$ cat src/verilog/tpg_regs.vh
// constants of the three-phase gate drive control block
// assumes a 10 MHz system clock and a serial link far slower than it
`ifndef TPG_REGS_VH
`define TPG_REGS_VH

// ****************************************************************
// timing
// ****************************************************************
`define TPG_CLK_NS          100
`define TPG_DT_STEP_NS      100
`define TPG_DT_STEP_CYC     ((`TPG_DT_STEP_NS + `TPG_CLK_NS - 1) / `TPG_CLK_NS)

// ****************************************************************
// serial frame layout
// ****************************************************************
`define TPG_FRAME_BITS      4'h8
`define TPG_OP_MSB          7
`define TPG_OP_LSB          5
`define TPG_ARG_MSB         4
`define TPG_ARG_LSB         0

// ****************************************************************
// commands
// ****************************************************************
`define TPG_OP_DEADTIME     3'h4
`define TPG_OP_OVERLAP      3'h6
`define TPG_OP_STATUS       3'h0
`define TPG_UNLOCK_KEY      8'hA5

// ****************************************************************
// reset values
// ****************************************************************
`define TPG_DT_RESET        5'h04
`define TPG_OVL_RESET       1'b0

`endif

$ cat src/verilog/tpg_gate_ctrl.v
// top of the three-phase gate drive control: serial setup port, phase
// flags and the gate command path for three phases
// assumes pins arrive unsynchronised; switch-node and supply levels are
// digitised samples on clk_in
//
// What this block does
// - gates on only when both enables high
// - upper command input is active low
// - lower command input is active high
// - phase flag low below half supply
// - chip select low frames one command
// - serial input sampled on falling clock, MSB first
// - serial output tri-state while chip select high
// - reset, enables asynchronous; dedicated interrupt output
// - programmable dead time between phase switches
// - overlap only after protected serial unlock
// - disabled: gates off, logic keeps running
// - no simultaneous upper and lower by default
`timescale 1ns/1ps
`include "tpg_regs.vh"

module tpg_gate_ctrl (
    input  wire       clk_in,
    input  wire       rst_in,
    input  wire       dev_reset_n_in,
    input  wire       drive_enable_a_in,
    input  wire       drive_enable_b_in,
    input  wire       phase_a_upper_cmd_n_in,
    input  wire       phase_a_lower_cmd_in,
    input  wire       phase_b_upper_cmd_n_in,
    input  wire       phase_b_lower_cmd_in,
    input  wire       phase_c_upper_cmd_n_in,
    input  wire       phase_c_lower_cmd_in,
    input  wire [7:0] phase_a_switch_node_in,
    input  wire [7:0] phase_b_switch_node_in,
    input  wire [7:0] phase_c_switch_node_in,
    input  wire [7:0] load_supply_level_in,
    input  wire       spi_cs_n_in,
    input  wire       spi_sclk_in,
    input  wire       spi_si_in,
    output wire       spi_so_out,
    output wire       spi_so_oe_out,
    output wire       irq_out,
    output wire [2:0] upper_gate_out,
    output wire [2:0] lower_gate_out,
    output wire       phase_a_level_flag_out,
    output wire       phase_b_level_flag_out,
    output wire       phase_c_level_flag_out
);

    // ****************************************************************
    // pin synchronisers
    // ****************************************************************
    // order: cs_n, sclk, si, en_a, en_b, rst_n, 3 upper_n, 3 lower
    wire [11:0] pin_w;
    reg  [11:0] sync1_q;
    reg  [11:0] sync2_q;

    assign pin_w = {phase_c_lower_cmd_in, phase_b_lower_cmd_in, phase_a_lower_cmd_in,
                    phase_c_upper_cmd_n_in, phase_b_upper_cmd_n_in, phase_a_upper_cmd_n_in,
                    dev_reset_n_in, drive_enable_b_in, drive_enable_a_in,
                    spi_si_in, spi_sclk_in, spi_cs_n_in};

    // reset to the idle pin levels, upper commands high, so that no phase
    // looks requested while the synchronisers refill after reset
    always @(posedge clk_in) begin
        if (rst_in) begin
            sync1_q <= 12'h1F9;
            sync2_q <= 12'h1F9;
        end else begin
            sync1_q <= pin_w;
            sync2_q <= sync1_q;
        end
    end

    wire       cs_n_s   = sync2_q[0];
    wire       sclk_s   = sync2_q[1];
    wire       si_s     = sync2_q[2];
    wire       enable_s = sync2_q[3] & sync2_q[4];
    wire       dreset_s = ~sync2_q[5];
    wire [2:0] req_up_w = ~sync2_q[8:6];
    wire [2:0] req_lo_w = sync2_q[11:9];

    // ****************************************************************
    // serial edge detection
    // ****************************************************************
    reg  sclk_prev_q;
    reg  cs_prev_q;
    wire sclk_fall_w;
    wire sclk_rise_w;
    wire cs_fall_w;
    wire cs_rise_w;

    always @(posedge clk_in) begin
        if (rst_in) begin
            sclk_prev_q <= 1'b0;
            cs_prev_q   <= 1'b1;
        end else begin
            sclk_prev_q <= sclk_s;
            cs_prev_q   <= cs_n_s;
        end
    end

    assign sclk_fall_w = sclk_prev_q & ~sclk_s & ~cs_n_s;
    assign sclk_rise_w = ~sclk_prev_q & sclk_s & ~cs_n_s;
    assign cs_fall_w   = cs_prev_q & ~cs_n_s;
    assign cs_rise_w   = ~cs_prev_q & cs_n_s;

    // ****************************************************************
    // serial shift path
    // ****************************************************************
    reg  [7:0] rx_q;
    reg  [7:0] tx_q;
    reg  [3:0] bits_q;
    reg        so_q;
    reg  [4:0] dead_time_q;
    reg        overlap_en_q;
    reg        armed_q;
    reg        err_q;
    wire [7:0] status_w;
    wire       good_w;
    wire [2:0] op_w;

    assign status_w = {overlap_en_q, armed_q, err_q, dead_time_q};
    assign good_w   = (bits_q == `TPG_FRAME_BITS);
    assign op_w     = rx_q[`TPG_OP_MSB:`TPG_OP_LSB];

    always @(posedge clk_in) begin
        if (rst_in) begin
            rx_q   <= 8'h00;
            tx_q   <= 8'h00;
            bits_q <= 4'h0;
            so_q   <= 1'b0;
        end else if (cs_fall_w) begin
            tx_q   <= status_w;
            bits_q <= 4'h0;
        end else begin
            if (sclk_fall_w) begin
                rx_q <= {rx_q[6:0], si_s};
                if (bits_q != 4'hF) begin
                    bits_q <= bits_q + 4'h1;
                end
            end
            if (sclk_rise_w) begin
                so_q <= tx_q[7];
                tx_q <= {tx_q[6:0], 1'b0};
            end
        end
    end

    // ****************************************************************
    // command execution at end of frame
    // ****************************************************************
    // a frame with the wrong bit count is dropped whole and flagged
    always @(posedge clk_in) begin
        if (rst_in || dreset_s) begin
            dead_time_q  <= `TPG_DT_RESET;
            overlap_en_q <= `TPG_OVL_RESET;
            armed_q      <= 1'b0;
            err_q        <= 1'b0;
        end else if (cs_rise_w) begin
            armed_q <= 1'b0;
            if (!good_w) begin
                err_q <= 1'b1;
            end else if (rx_q == `TPG_UNLOCK_KEY) begin
                armed_q <= 1'b1;
            end else if (op_w == `TPG_OP_DEADTIME) begin
                dead_time_q <= rx_q[`TPG_ARG_MSB:`TPG_ARG_LSB];
            end else if (op_w == `TPG_OP_OVERLAP) begin
                if (armed_q) begin
                    overlap_en_q <= rx_q[0];
                end else begin
                    err_q <= 1'b1;
                end
            end else if (op_w == `TPG_OP_STATUS) begin
                err_q <= 1'b0;
            end else begin
                err_q <= 1'b1;
            end
        end
    end

    assign spi_so_out    = so_q;
    assign spi_so_oe_out = ~cs_n_s & ~cs_prev_q;
    assign irq_out       = err_q;

    // ****************************************************************
    // phase comparator flags
    // ****************************************************************
    reg [2:0] flag_q;

    always @(posedge clk_in) begin
        if (rst_in) begin
            flag_q <= 3'h0;
        end else begin
            flag_q[0] <= ({phase_a_switch_node_in, 1'b0} >= {1'b0, load_supply_level_in});
            flag_q[1] <= ({phase_b_switch_node_in, 1'b0} >= {1'b0, load_supply_level_in});
            flag_q[2] <= ({phase_c_switch_node_in, 1'b0} >= {1'b0, load_supply_level_in});
        end
    end

    assign phase_a_level_flag_out = flag_q[0];
    assign phase_b_level_flag_out = flag_q[1];
    assign phase_c_level_flag_out = flag_q[2];

    // ****************************************************************
    // gate path
    // ****************************************************************
    // the pin-level gate below bypasses the synchronisers so that a drop
    // of enable or reset kills the drive without waiting on clk_in
    wire [2:0] up_on_w;
    wire [2:0] lo_on_w;
    wire       drive_ok_w;

    genvar gi;
    generate
        for (gi = 0; gi < 3; gi = gi + 1) begin : g_phase
            tpg_phase_dt u_dt (
                .clk_in        (clk_in),
                .rst_in        (rst_in),
                .force_off_in  (~enable_s | dreset_s),
                .req_upper_in  (req_up_w[gi]),
                .req_lower_in  (req_lo_w[gi]),
                .dead_time_in  (dead_time_q),
                .overlap_en_in (overlap_en_q),
                .upper_on_out  (up_on_w[gi]),
                .lower_on_out  (lo_on_w[gi])
            );
        end
    endgenerate

    assign drive_ok_w     = drive_enable_a_in & drive_enable_b_in & dev_reset_n_in;
    assign upper_gate_out = up_on_w & {3{drive_ok_w}};
    assign lower_gate_out = lo_on_w & {3{drive_ok_w}};

endmodule

$ cat src/verilog/tpg_phase_dt.v
// one phase of dead-time and cross-conduction logic
// assumes requests are already synchronised and active high
`timescale 1ns/1ps
`include "tpg_regs.vh"

module tpg_phase_dt (
    input  wire       clk_in,
    input  wire       rst_in,
    input  wire       force_off_in,
    input  wire       req_upper_in,
    input  wire       req_lower_in,
    input  wire [4:0] dead_time_in,
    input  wire       overlap_en_in,
    output wire       upper_on_out,
    output wire       lower_on_out
);

    reg         upper_q;
    reg         lower_q;
    reg  [7:0]  cnt_q;
    reg         upper_d;
    reg         lower_d;
    reg  [7:0]  cnt_d;
    wire        both_w;
    wire [31:0] load_w;

    // ****************************************************************
    // next state
    // ****************************************************************
    // both requested without override: neither side turns on
    assign both_w = req_upper_in & req_lower_in & ~overlap_en_in;
    assign load_w = dead_time_in * `TPG_DT_STEP_CYC;

    always @* begin
        upper_d = 1'b0;
        lower_d = 1'b0;
        cnt_d   = cnt_q;
        if (!force_off_in && !both_w) begin
            if (overlap_en_in) begin
                upper_d = req_upper_in;
                lower_d = req_lower_in;
            end else begin
                // the other side must be off and the gap run out first
                upper_d = req_upper_in & ~lower_q & (upper_q | (cnt_q == 8'h00));
                lower_d = req_lower_in & ~upper_q & (lower_q | (cnt_q == 8'h00));
            end
        end
        if ((upper_q & ~upper_d) | (lower_q & ~lower_d)) begin
            cnt_d = load_w[7:0];
        end else if (cnt_q != 8'h00) begin
            cnt_d = cnt_q - 8'h01;
        end
    end

    // ****************************************************************
    // state
    // ****************************************************************
    always @(posedge clk_in) begin
        if (rst_in) begin
            upper_q <= 1'b0;
            lower_q <= 1'b0;
            cnt_q   <= 8'h00;
        end else begin
            upper_q <= upper_d;
            lower_q <= lower_d;
            cnt_q   <= cnt_d;
        end
    end

    assign upper_on_out = upper_q;
    assign lower_on_out = lower_q;

endmodule

$ cat config.mk
export PLATFORM = sky130hd
export DESIGN_NAME = tpg_gate_ctrl
export DESIGN_NICKNAME = d
export VERILOG_FILES = /design/src/verilog/tpg_gate_ctrl.v /design/src/verilog/tpg_phase_dt.v
export VERILOG_INCLUDE_DIRS = /design/src /design/src/verilog
export SDC_FILE = /design/constraint.sdc
export NUM_CORES = 1
export LEC_CHECK = 0
export ABC_AREA = 1
export BUFFER_PORTS_ARGS = -buffer_cell sky130_fd_sc_hd__buf_4
export CORE_MARGIN = 2
export CORE_UTILIZATION = 40
export DETAILED_ROUTE_END_ITERATION = 8
export PLACE_DENSITY_LB_ADDON = 0.2
export RECOVER_POWER = 100
export SLEW_MARGIN = 20
export SYNTH_ARGS = -nofsm -noshare
export SYNTH_HDL_FRONTEND = slang
export SYNTH_SLANG_ARGS = --single-unit
$ cat constraint.sdc
create_clock -name clk_in -period 4 [get_ports clk_in]
set_input_delay 0.8 -clock clk_in [delete_from_list [all_inputs] [get_ports clk_in]]
set_output_delay 0.8 -clock clk_in [all_outputs]
set_load 0.02 [all_outputs]
# Word level (Yosys, flattened, before mapping)
# Cells that the tools add are included.
# classes
order_cmp	3
n_reduce_logical	29
eq_ne	8
n_mux	28
n_addsub	4
bitwise_logic	69
# op_table
cell	count
$and 1x1->1	34
$mux 5	6
$ge 9x8->1	3
$logic_not 8->1	3
$reduce_bool 8->1	3
$sub 8x1->8 const B	3
$not 1->1	22
$mux 1	20
$mux 8	2
$or 1x1->1	10
$eq 8x8->1 const B	1
$reduce_and 4->1	2
$reduce_bool 2->1	4
$reduce_or 2->1	4
$and 3x3->3	2
$eq 3x3->1 const B	2
$reduce_and 2->1	3
$reduce_and 6->1	1
$add 4x1->4 const B	1
$eq 4x4->1 const B	1
$logic_not 1->1	4
$ne 2x2->1 const B	2
$ne 4x4->1 const B	1
$logic_and 1x1->1	3
other kinds (4)	4
# word_totals
regBits	88
word_cells	166
inputBits	46
output_inout_bits	12

# Logic depth before layout (Yosys ltp)
# Gate-level depths: netlist of run 1.
# depth
word_depth	10
ltp_mapped	12
ltp_nobuf	12

# Cells and area by module
# Synthesis of run 1 repeated with hierarchy kept, for this count alone.
# unflattened
hier_cells	594
area_unflattened_um2	4489.3
# by_module_without_submodules
module	seq_area_each_um2	instances	cells_per_inst	area_each_um2
tpg_gate_ctrl	1161.1	1	341	2620.0
tpg_phase_dt at g_phase[0].u_dt ...	200.2	2	85	639.4
tpg_phase_dt at g_phase[2].u_dt	200.2	1	83	590.6

# Worst setup path after synthesis of run 1
# No wires, ideal clock.
# synth_path
path_kind	input-to-output
startpoint	input dev_reset_n_in
endpoint	output lower_gate_out[0]
n_path_buf	0
t_required_ps	3200
cell_stages	2
path_slack_ps	1938
t_arrival_ps	1262
cell_sequence	nand3_1 -> nor2_1
# synth_via
elab_chain_len	2
# synth_rtl
item	line	text
start: declaration	tpg_gate_ctrl.v:25	input wire dev_reset_n_in,
$and 1x1->1	tpg_gate_ctrl.v:232	assign drive_ok_w = drive_enable_a_in & drive_enable_b_in & dev_reset_n_in;
$and 3x3->3	tpg_gate_ctrl.v:234	assign lower_gate_out = lo_on_w & {3{drive_ok_w}};
end: declaration	tpg_gate_ctrl.v:45	output wire [2:0] lower_gate_out,
# No other way between the ends.

# Worst setup path in the final report of run 1
# Same ends and word-level chain as after synthesis.

==> run summary, run 1 <==
CLOCKING
--------------------------------------------------------------------------------
Clock-pin transition on the worst setup and hold timing paths .....      0.09 ns
Root buffer cell .................................................. sky130_fd_sc_hd__clkbuf_8
Insertion delay of the later-clocked pin in the worst-skew pair ...      0.35 ns
Clock tree from TritonCTS .........................................        built
Cells resized by post-CTS repair ..................................            0
Maximum level of the CTS H-tree ...................................            3
TritonCTS Buffers .................................................            9
CTS hold repair buffers ...........................................            0
Number of sinks driven by the clock tree ..........................           88
Count of buffers added by post-CTS timing repair for setup ........            0
Clock buffer depth ................................................            2

LOGIC SYNTHESIS
--------------------------------------------------------------------------------
Yosys synthesis warning count .....................................            0
Register bit count reported by yosys ..............................           88
Number of instances in the synthesized netlist ....................          566
Async set-or-reset flop fraction in the synthesized netlist .......           0%
Syn_nets ..........................................................          640
Mean instance size in the synthesized netlist .....................   7.68 sq um
Most common cell in the netlist ................................... sky130_fd_sc_hd__nand2_1
Cell type with the highest aggregate area in the netlist .......... sky130_fd_sc_hd__dfxtp_1
Netlist cell types ................................................           39
Top cells by area, synth .......................................... sky130_fd_sc_hd__dfxtp_1 (41%), sky130_fd_sc_hd__ha_1 (8.1%), sky130_fd_sc_hd__nand2_1 (7.8%)
Top cell type's share of synthesized area .........................        40.5%
Most used flip-flop cell after synthesis .......................... sky130_fd_sc_hd__dfxtp_1
Top cells by count, synth ......................................... sky130_fd_sc_hd__nand2_1 (90), sky130_fd_sc_hd__dfxtp_1 (88), sky130_fd_sc_hd__inv_1 (71), sky130_fd_sc_hd__nor2_1 (69), sky130_fd_sc_hd__a21oi_1 (39)
Number of enable flip-flop cells after synthesis ..................            0
Share of synthesized area occupied by flip-flops and latches ......        40.5%
Netlist area before placement ..................................... 0.00435 sq mm

PWR
--------------------------------------------------------------------------------
Ratio of total power to cell area .................................  556 mW/mm^2
Leakage Power .....................................................      2.23 nW
Worst VDD drop ....................................................   0.000296 V

SETUP PATH
--------------------------------------------------------------------------------
Critical path start-end classification ............................ input pin to primary output
CP Data Arrival Time ..............................................      1.66 ns
Type of destination of the critical path .......................... primary output
Destination of the worst register-to-register timing path ......... g_phase[1].u_dt.cnt_q[5]$_SDFFE_PP0N_
Required time of the worst setup path .............................      3.20 ns
Startpoint kind of the worst setup timing path ....................    input pin
Critical path peak fanout .........................................            6
Reg2reg setup slack ...............................................      1.75 ns
Launching point of the worst reg2reg path ......................... g_phase[1].u_dt.cnt_q[0]$_SDFFE_PP0P_
Critical path startpoint .......................................... dev_reset_n_in
Worst Reg2Reg Path Length in Cells ................................           12

STA
--------------------------------------------------------------------------------
Setup repair after global routing missed its margin ...............        false
Period Utilization, post-route ....................................        61.4%
Setup slack after layout ..........................................      1.54 ns
Post-route setup TNS ..............................................         0 ns
Min Tclk post-route ...............................................      2.46 ns
Final Hold Vio Count ..............................................            0
Number of endpoints failing setup at the final stage ..............            0
Max-slew violation total from the final report ....................            0
Actual transition at the worst max-transition pin .................     0.758 ns
Layout Skew .......................................................   0.00907 ns
Max-Slew Margin vs Limit ..........................................        49.3%
Highest achievable clock rate .....................................      407 MHz

GLOBAL ROUTING
--------------------------------------------------------------------------------
All-Layer GR Usage ................................................        16.1%
Number of antenna violations at the first check in global routing .            0
Total congestion overflow after global routing ....................            0
Largest net degree at the start of global routing .................           55
Via count of the first global-routing pass ........................        3,465
Global-route wire length before repair ............................    15,100 um

HOLD PATH
--------------------------------------------------------------------------------
Capture endpoint of the worst hold path ........................... sync2_q[10]$_SDFF_PP0_
Worst Hold Class .................................................. flip-flop to flip-flop
Critical hold path startpoint ..................................... sync1_q[10]$_SDFF_PP0_
Number of cells on the worst hold path ............................            2

LAYOUT
--------------------------------------------------------------------------------
Ratio of cells with drive above 1 in the final layout .............        16.7%
Diode count .......................................................            0
Number of nets in the finished design .............................          699
Synthesis-to-layout area growth ...................................        14.5%
Area of all placed cells without fillers .......................... 0.00497 sq mm

PLACE
--------------------------------------------------------------------------------
Buffers added on ports ............................................           57
HPWL reported at the end of detailed placement ....................      6530 um
Dpl cell area ..................................................... 0.00491 sq mm
Minimum setup slack after placement ...............................      1.43 ns
Final weighted congestion in routability-driven placement .........        0.834

DETAILED ROUTING
--------------------------------------------------------------------------------
Wire length per cell ..............................................      11.3 um
Antenna-violating nets left .......................................            0
DRT Pass-1 Iters ..................................................            4
Count of vias placed by the detailed router .......................        3,624
Count of unresolved DRC violations after routing ..................            0
Routed Wire Length ................................................      8730 um
Vias per inst .....................................................         4.71
Drt initial violations ............................................          213

DIE
--------------------------------------------------------------------------------
Die height ........................................................       108 um
Floorplan Core Area ............................................... 0.0107 sq mm
Die Footprint ..................................................... 0.0117 sq mm
Rows ..............................................................           38
I/O pin count .....................................................           58
Horizontal die dimension ..........................................       108 um
Starting Density ..................................................        40.6%

OUTCOME
--------------------------------------------------------------------------------
Status ............................................................    completed

RUN
--------------------------------------------------------------------------------
MaxCap Viol Count .................................................            0

-- metal layers --
metal / track usage (%) / routed length (um)
met1: 20.4 / 4300
met2: 27.0 / 3950
met3: 3.92 / 358
met4: 5.22 / 121
met5: 0 / 0
-- per-stage QoR --
step                cells  util [%]  total power [mW]  hold WS, ns
finish                770      46.5              2.77        0.406
CTS                   770      47.8              2.91        0.408
floorplan             566         -              2.07        0.388
global placement      754      45.9              2.25        0.393
detailed placement    754      45.9              2.27        0.394
global route          770      46.5              3.02        0.431
-- cell usage in the layout (no fill, tap or decap), drive strengths merged --
master and instances:
and3 2, inv 75, a31oi 6, and2 3
clkbuf 22, a21o 3, a21oi 46, nand4 4
or2 24, nand2 103, o21ai 40, xnor2 5
buf 45, a221oi 1, nand3 22, nor4 6
nor3b 2, bufinv 1, nor2 79, a211oi 3
xor2 4, nor3 7, a22oi 4, clkinvlp 2
dfxtp 88, ha 28, clkinv 3, nand3b 2
-- sequential cells by signal, summed over array words and instances (netlist names) --
name	cells
irq_out	1
g_phase.u_dt.upper_on_out	3
flag_q	3
sync2_q	12
g_phase.u_dt.lower_on_out	3
bits_q	4
dead_time_q	5
cs_prev_q	1
tx_q	8
armed_q	1
g_phase.u_dt.cnt_q	24
sync1_q	12
sclk_prev_q	1
spi_so_out	1
rx_q	8
overlap_en_q	1
-- cell families after synthesis --
kind of cell | count (synthesis) | share of synthesized area, %
AO/OA/AOI/OAI | 103 | 13.4
XOR/XNOR | 9 | 1.81
adder cells (fa/ha/maj) | 28 | 8.06
buffers and inverters | 84 | 7.37
flip-flops | 88 | 40.5
AND/OR/NAND/NOR | 254 | 28.8
-- where the power goes --
| group | internal, mW | total (mW) | leakage (nW) | switching [mW] |
|---|---|---|---|---|
| logic | 0.456 | 1.02 | 1.41 | 0.569 |
| registers | 1.01 | 1.11 | 0.721 | 0.106 |
| clock network | 0.308 | 0.630 | 0.0989 | 0.322 |
-- final cells by class --
class,instances,area (sq um)
Fill cell,1122,5720
Multi-Input combinational cell,394,2170
Sequential cell,88,1760
Timing Repair Buffer,57,383
Inverter,75,282
Tap cell,140,175
Clock buffer,10,138
Clock inverter,6,67.6
-- worst max-delay path, stage by stage --
cell and delay [ns]:
sky130_fd_sc_hd__buf_4 0.08, sky130_fd_sc_hd__nand3_1 0.31, sky130_fd_sc_hd__nor2_1 0.20, sky130_fd_sc_hd__clkbuf_1 0.26
-- worst max-delay path by stage --
stage / slack [ns] / endpoint / depth (start not counted)
2_1_floorplan: 1.94 / lower_gate_out[0] / 2
3_3_place_gp: 1.47 / bits_q[2]$_SDFFE_PP0P_ / 4
3_5_place_dp: 1.43 / bits_q[2]$_SDFFE_PP0P_ / 4
4_1_cts: 1.61 / upper_gate_out[0] / 4
5_1_grt: 1.42 / g_phase[1].u_dt.cnt_q[5]$_SDFFE_PP0N_ / 12
6_report: 1.54 / lower_gate_out[0] / 4
No activity file was read; power rests on OpenSTA's default activity.
==> run 2, diff against run 1 <==
- clock period: 4 -> 2.2 ns (I/O delays scaled with it)
==> run summary, run 2 (synthesized netlist as in run 1, its figures left out) <==
OUTCOME
--------------------------------------------------------------------------------
Status ............................................................    completed   unchanged

SETUP PATH
--------------------------------------------------------------------------------
Required time of the worst setup path .............................      2.45 ns   was 3.20 ns
Destination of the worst register-to-register timing path ......... g_phase[1].u_dt.cnt_q[5]$_SDFFE_PP0N_   unchanged
Capturing element of the worst setup path ......................... bits_q[2]$_SDFFE_PP0P_   was lower_gate_out[0]
Critical path peak fanout .........................................           33   was 6
Critical path startpoint ..........................................       rst_in   was dev_reset_n_in
Critical path start-end classification ............................ input pin to flip-flop   was input pin to primary output
Reg2reg setup slack ...............................................      0.33 ns   was 1.75 ns
Launching point of the worst reg2reg path ......................... g_phase[1].u_dt.cnt_q[0]$_SDFFE_PP0P_   unchanged
Startpoint kind of the worst setup timing path ....................    input pin   unchanged
CP Data Arrival Time ..............................................      2.14 ns   was 1.66 ns
Worst Reg2Reg Path Length in Cells ................................           12   unchanged
Type of destination of the critical path ..........................    flip-flop   was primary output

CLOCKING
--------------------------------------------------------------------------------
Root buffer cell .................................................. sky130_fd_sc_hd__clkbuf_8   unchanged
CTS hold repair buffers ...........................................            0   unchanged
Count of buffers added by post-CTS timing repair for setup ........            0   unchanged
Insertion delay of the later-clocked pin in the worst-skew pair ...      0.35 ns   about the same
Clock tree from TritonCTS .........................................        built   unchanged
Maximum level of the CTS H-tree ...................................            3   unchanged
Clock-pin transition on the worst setup and hold timing paths .....      0.09 ns   about the same
Number of sinks driven by the clock tree ..........................           88   unchanged
TritonCTS Buffers .................................................            9   unchanged
Clock buffer depth ................................................            2   unchanged
Cells resized by post-CTS repair ..................................            0   unchanged

LAYOUT
--------------------------------------------------------------------------------
Most flops, register .............................................. g_phase.u_dt.cnt_q   unchanged
Leading cell type in the layout, fill and taps excluded ........... sky130_fd_sc_hd__nand2_1   unchanged
Flip-flop count of the largest register after layout ..............           24   unchanged
Synthesis-to-layout area growth ...................................        17.0%   was 14.5%
Largest registers in the final layout ............................. g_phase.u_dt.cnt_q x24, sync1_q x12, sync2_q x12   unchanged
Diode count .......................................................            0   unchanged
Number of nets in the finished design .............................          703   was 699
Fin util ..........................................................        47.5%   was 46.5%
Area of all placed cells without fillers .......................... 0.00508 sq mm   was 0.00497 sq mm
Cell Count, Final, Fillers Out ....................................          774   was 770
Layout fillers ....................................................        1,106   was 1,122
Leading cell types in the layout, fill and taps excluded .......... sky130_fd_sc_hd__nand2_1 (95), sky130_fd_sc_hd__dfxtp_1 (88), sky130_fd_sc_hd__inv_1 (72)   was sky130_fd_sc_hd__nand2_1 (98), sky130_fd_sc_hd__dfxtp_1 (88), sky130_fd_sc_hd__inv_1 (73), sky130_fd_sc_hd__nor2_1 (73), sky130_fd_sc_hd__buf_4 (45)
Ratio of cells with drive above 1 in the final layout .............        17.7%   was 16.7%

DIE
--------------------------------------------------------------------------------
Die height ........................................................       108 um   unchanged
Starting Density ..................................................        40.6%   unchanged
Rows ..............................................................           38   unchanged
I/O pin count .....................................................           58   unchanged
Die Footprint ..................................................... 0.0117 sq mm   unchanged
Floorplan Core Area ............................................... 0.0107 sq mm   unchanged
Horizontal die dimension ..........................................       108 um   unchanged

DETAILED ROUTING
--------------------------------------------------------------------------------
Routed Wire Length ................................................      9060 um   was 8730 um
Antenna-violating nets left .......................................            0   unchanged
Drt initial violations ............................................          174   was 213
Count of vias placed by the detailed router .......................        3,647   was 3,624
Wire length per cell ..............................................      11.7 um   was 11.3 um
Count of unresolved DRC violations after routing ..................            0   unchanged
Vias per inst .....................................................         4.71   about the same
DRT Pass-1 Iters ..................................................            4   unchanged

STA
--------------------------------------------------------------------------------
Number of endpoints failing setup at the final stage ..............            0   unchanged
Max-Slew Margin vs Limit ..........................................        26.7%   was 49.3%
Max-slew violation total from the final report ....................            0   unchanged
Highest achievable clock rate .....................................      529 MHz
Setup slack after layout ..........................................     0.310 ns   was 1.54 ns
Final Hold Vio Count ..............................................            0   unchanged
Layout Skew .......................................................    0.0102 ns   was 0.00907 ns
Tightest hold margin ..............................................     0.267 ns   was 0.406 ns
Setup repair after global routing missed its margin ...............        false   unchanged
Min Tclk post-route ...............................................      1.89 ns
Actual transition at the worst max-transition pin .................      1.10 ns   was 0.758 ns
Period Utilization, post-route ....................................        85.9%
Post-route setup TNS ..............................................         0 ns   unchanged

PLACE
--------------------------------------------------------------------------------
Placed cells ......................................................          758   was 754
Minimum setup slack after placement ...............................     0.480 ns   was 1.43 ns
Buffers added on ports ............................................           57   unchanged
Final weighted congestion in routability-driven placement .........        0.827   was 0.834
HPWL reported at the end of detailed placement ....................      6750 um   was 6530 um
Dpl cell area ..................................................... 0.00494 sq mm   was 0.00491 sq mm

GLOBAL ROUTING
--------------------------------------------------------------------------------
All-Layer GR Usage ................................................        16.7%   was 16.1%
Number of antenna violations at the first check in global routing .            0   unchanged
Largest net degree at the start of global routing .................           34   was 55
Global-route wire length before repair ............................    15,700 um   was 15,100 um
Total congestion overflow after global routing ....................            0   unchanged
Via count of the first global-routing pass ........................        3,517   was 3,465

PWR
--------------------------------------------------------------------------------
Leakage Power .....................................................      2.29 nW   was 2.23 nW
Total chip power ..................................................      5.40 mW   was 2.77 mW
Worst VDD drop ....................................................   0.000445 V   was 0.000296 V
Ratio of total power to cell area ................................. 1060 mW/mm^2   was 556 mW/mm^2

HOLD PATH
--------------------------------------------------------------------------------
Number of cells on the worst hold path ............................            2   unchanged
Worst Hold Class .................................................. input pin to flip-flop   was flip-flop to flip-flop

RUN
--------------------------------------------------------------------------------
MaxCap Viol Count .................................................            0   unchanged

-- run 2: cell types whose count changed in the layout (fill, tap and decap cells not counted), sizes merged --
cell	change
inv	+2
buf	+2
clkbuf	+1
bufinv	+2
clkinv	-2
clkinvlp	-1
-- run 2: critical path, cell delays in order --
cell	delay, ns
sky130_fd_sc_hd__buf_4	0.22
sky130_fd_sc_hd__clkinv_1	0.07
sky130_fd_sc_hd__clkbuf_1	0.81
sky130_fd_sc_hd__nand2_1	0.29
sky130_fd_sc_hd__a221oi_1	0.30
-- run 2: layer usage --
layer | wire length (um) | global-route usage, % | vias to the layer above
met1 | 4550 | 21.5 | 1628
met3 | 244 | 3.01 | 14
met5 | 0 | 0 | -
met4 | 165 | 6.32 | 0
met2 | 4110 | 27.8 | 51
li1 | - | - | 1954
-- run 2: power breakdown --
part           leakage [nW]  internal [mW]  switching (mW)
registers             0.721           1.83           0.196
clock network         0.121          0.767           0.599
logic                  1.44          0.887            1.13
total                  2.29           3.48            1.92
-- run 2: area by class of cell --
cell class | instances | area [sq um] | share of cell area [%]
inverters | 75 | 282 | 5.54
repair buffers | 61 | 405 | 7.97
clock buffers | 9 | 124 | 2.44
flip-flops and latches | 88 | 1760 | 34.7
clock inverters | 7 | 124 | 2.44
multi-input cells | 394 | 2210 | 43.5
well taps | 140 | 175 | 3.45
-- run 2: worst min-delay path by stage --
stage | start | end | slack [ns]
finish | phase_a_upper_cmd_n_in | sync1_q[6]$_SDFF_PP1_ | 0.27
CTS | phase_a_upper_cmd_n_in | sync1_q[6]$_SDFF_PP1_ | 0.25
detailed placement | sync1_q[11]$_SDFF_PP0_ | sync2_q[11]$_SDFF_PP0_ | 0.39
global placement | sync1_q[9]$_SDFF_PP0_ | sync2_q[9]$_SDFF_PP0_ | 0.39
floorplan | sync1_q[10]$_SDFF_PP0_ | sync2_q[10]$_SDFF_PP0_ | 0.39
global route | phase_c_upper_cmd_n_in | sync1_q[8]$_SDFF_PP1_ | 0.25
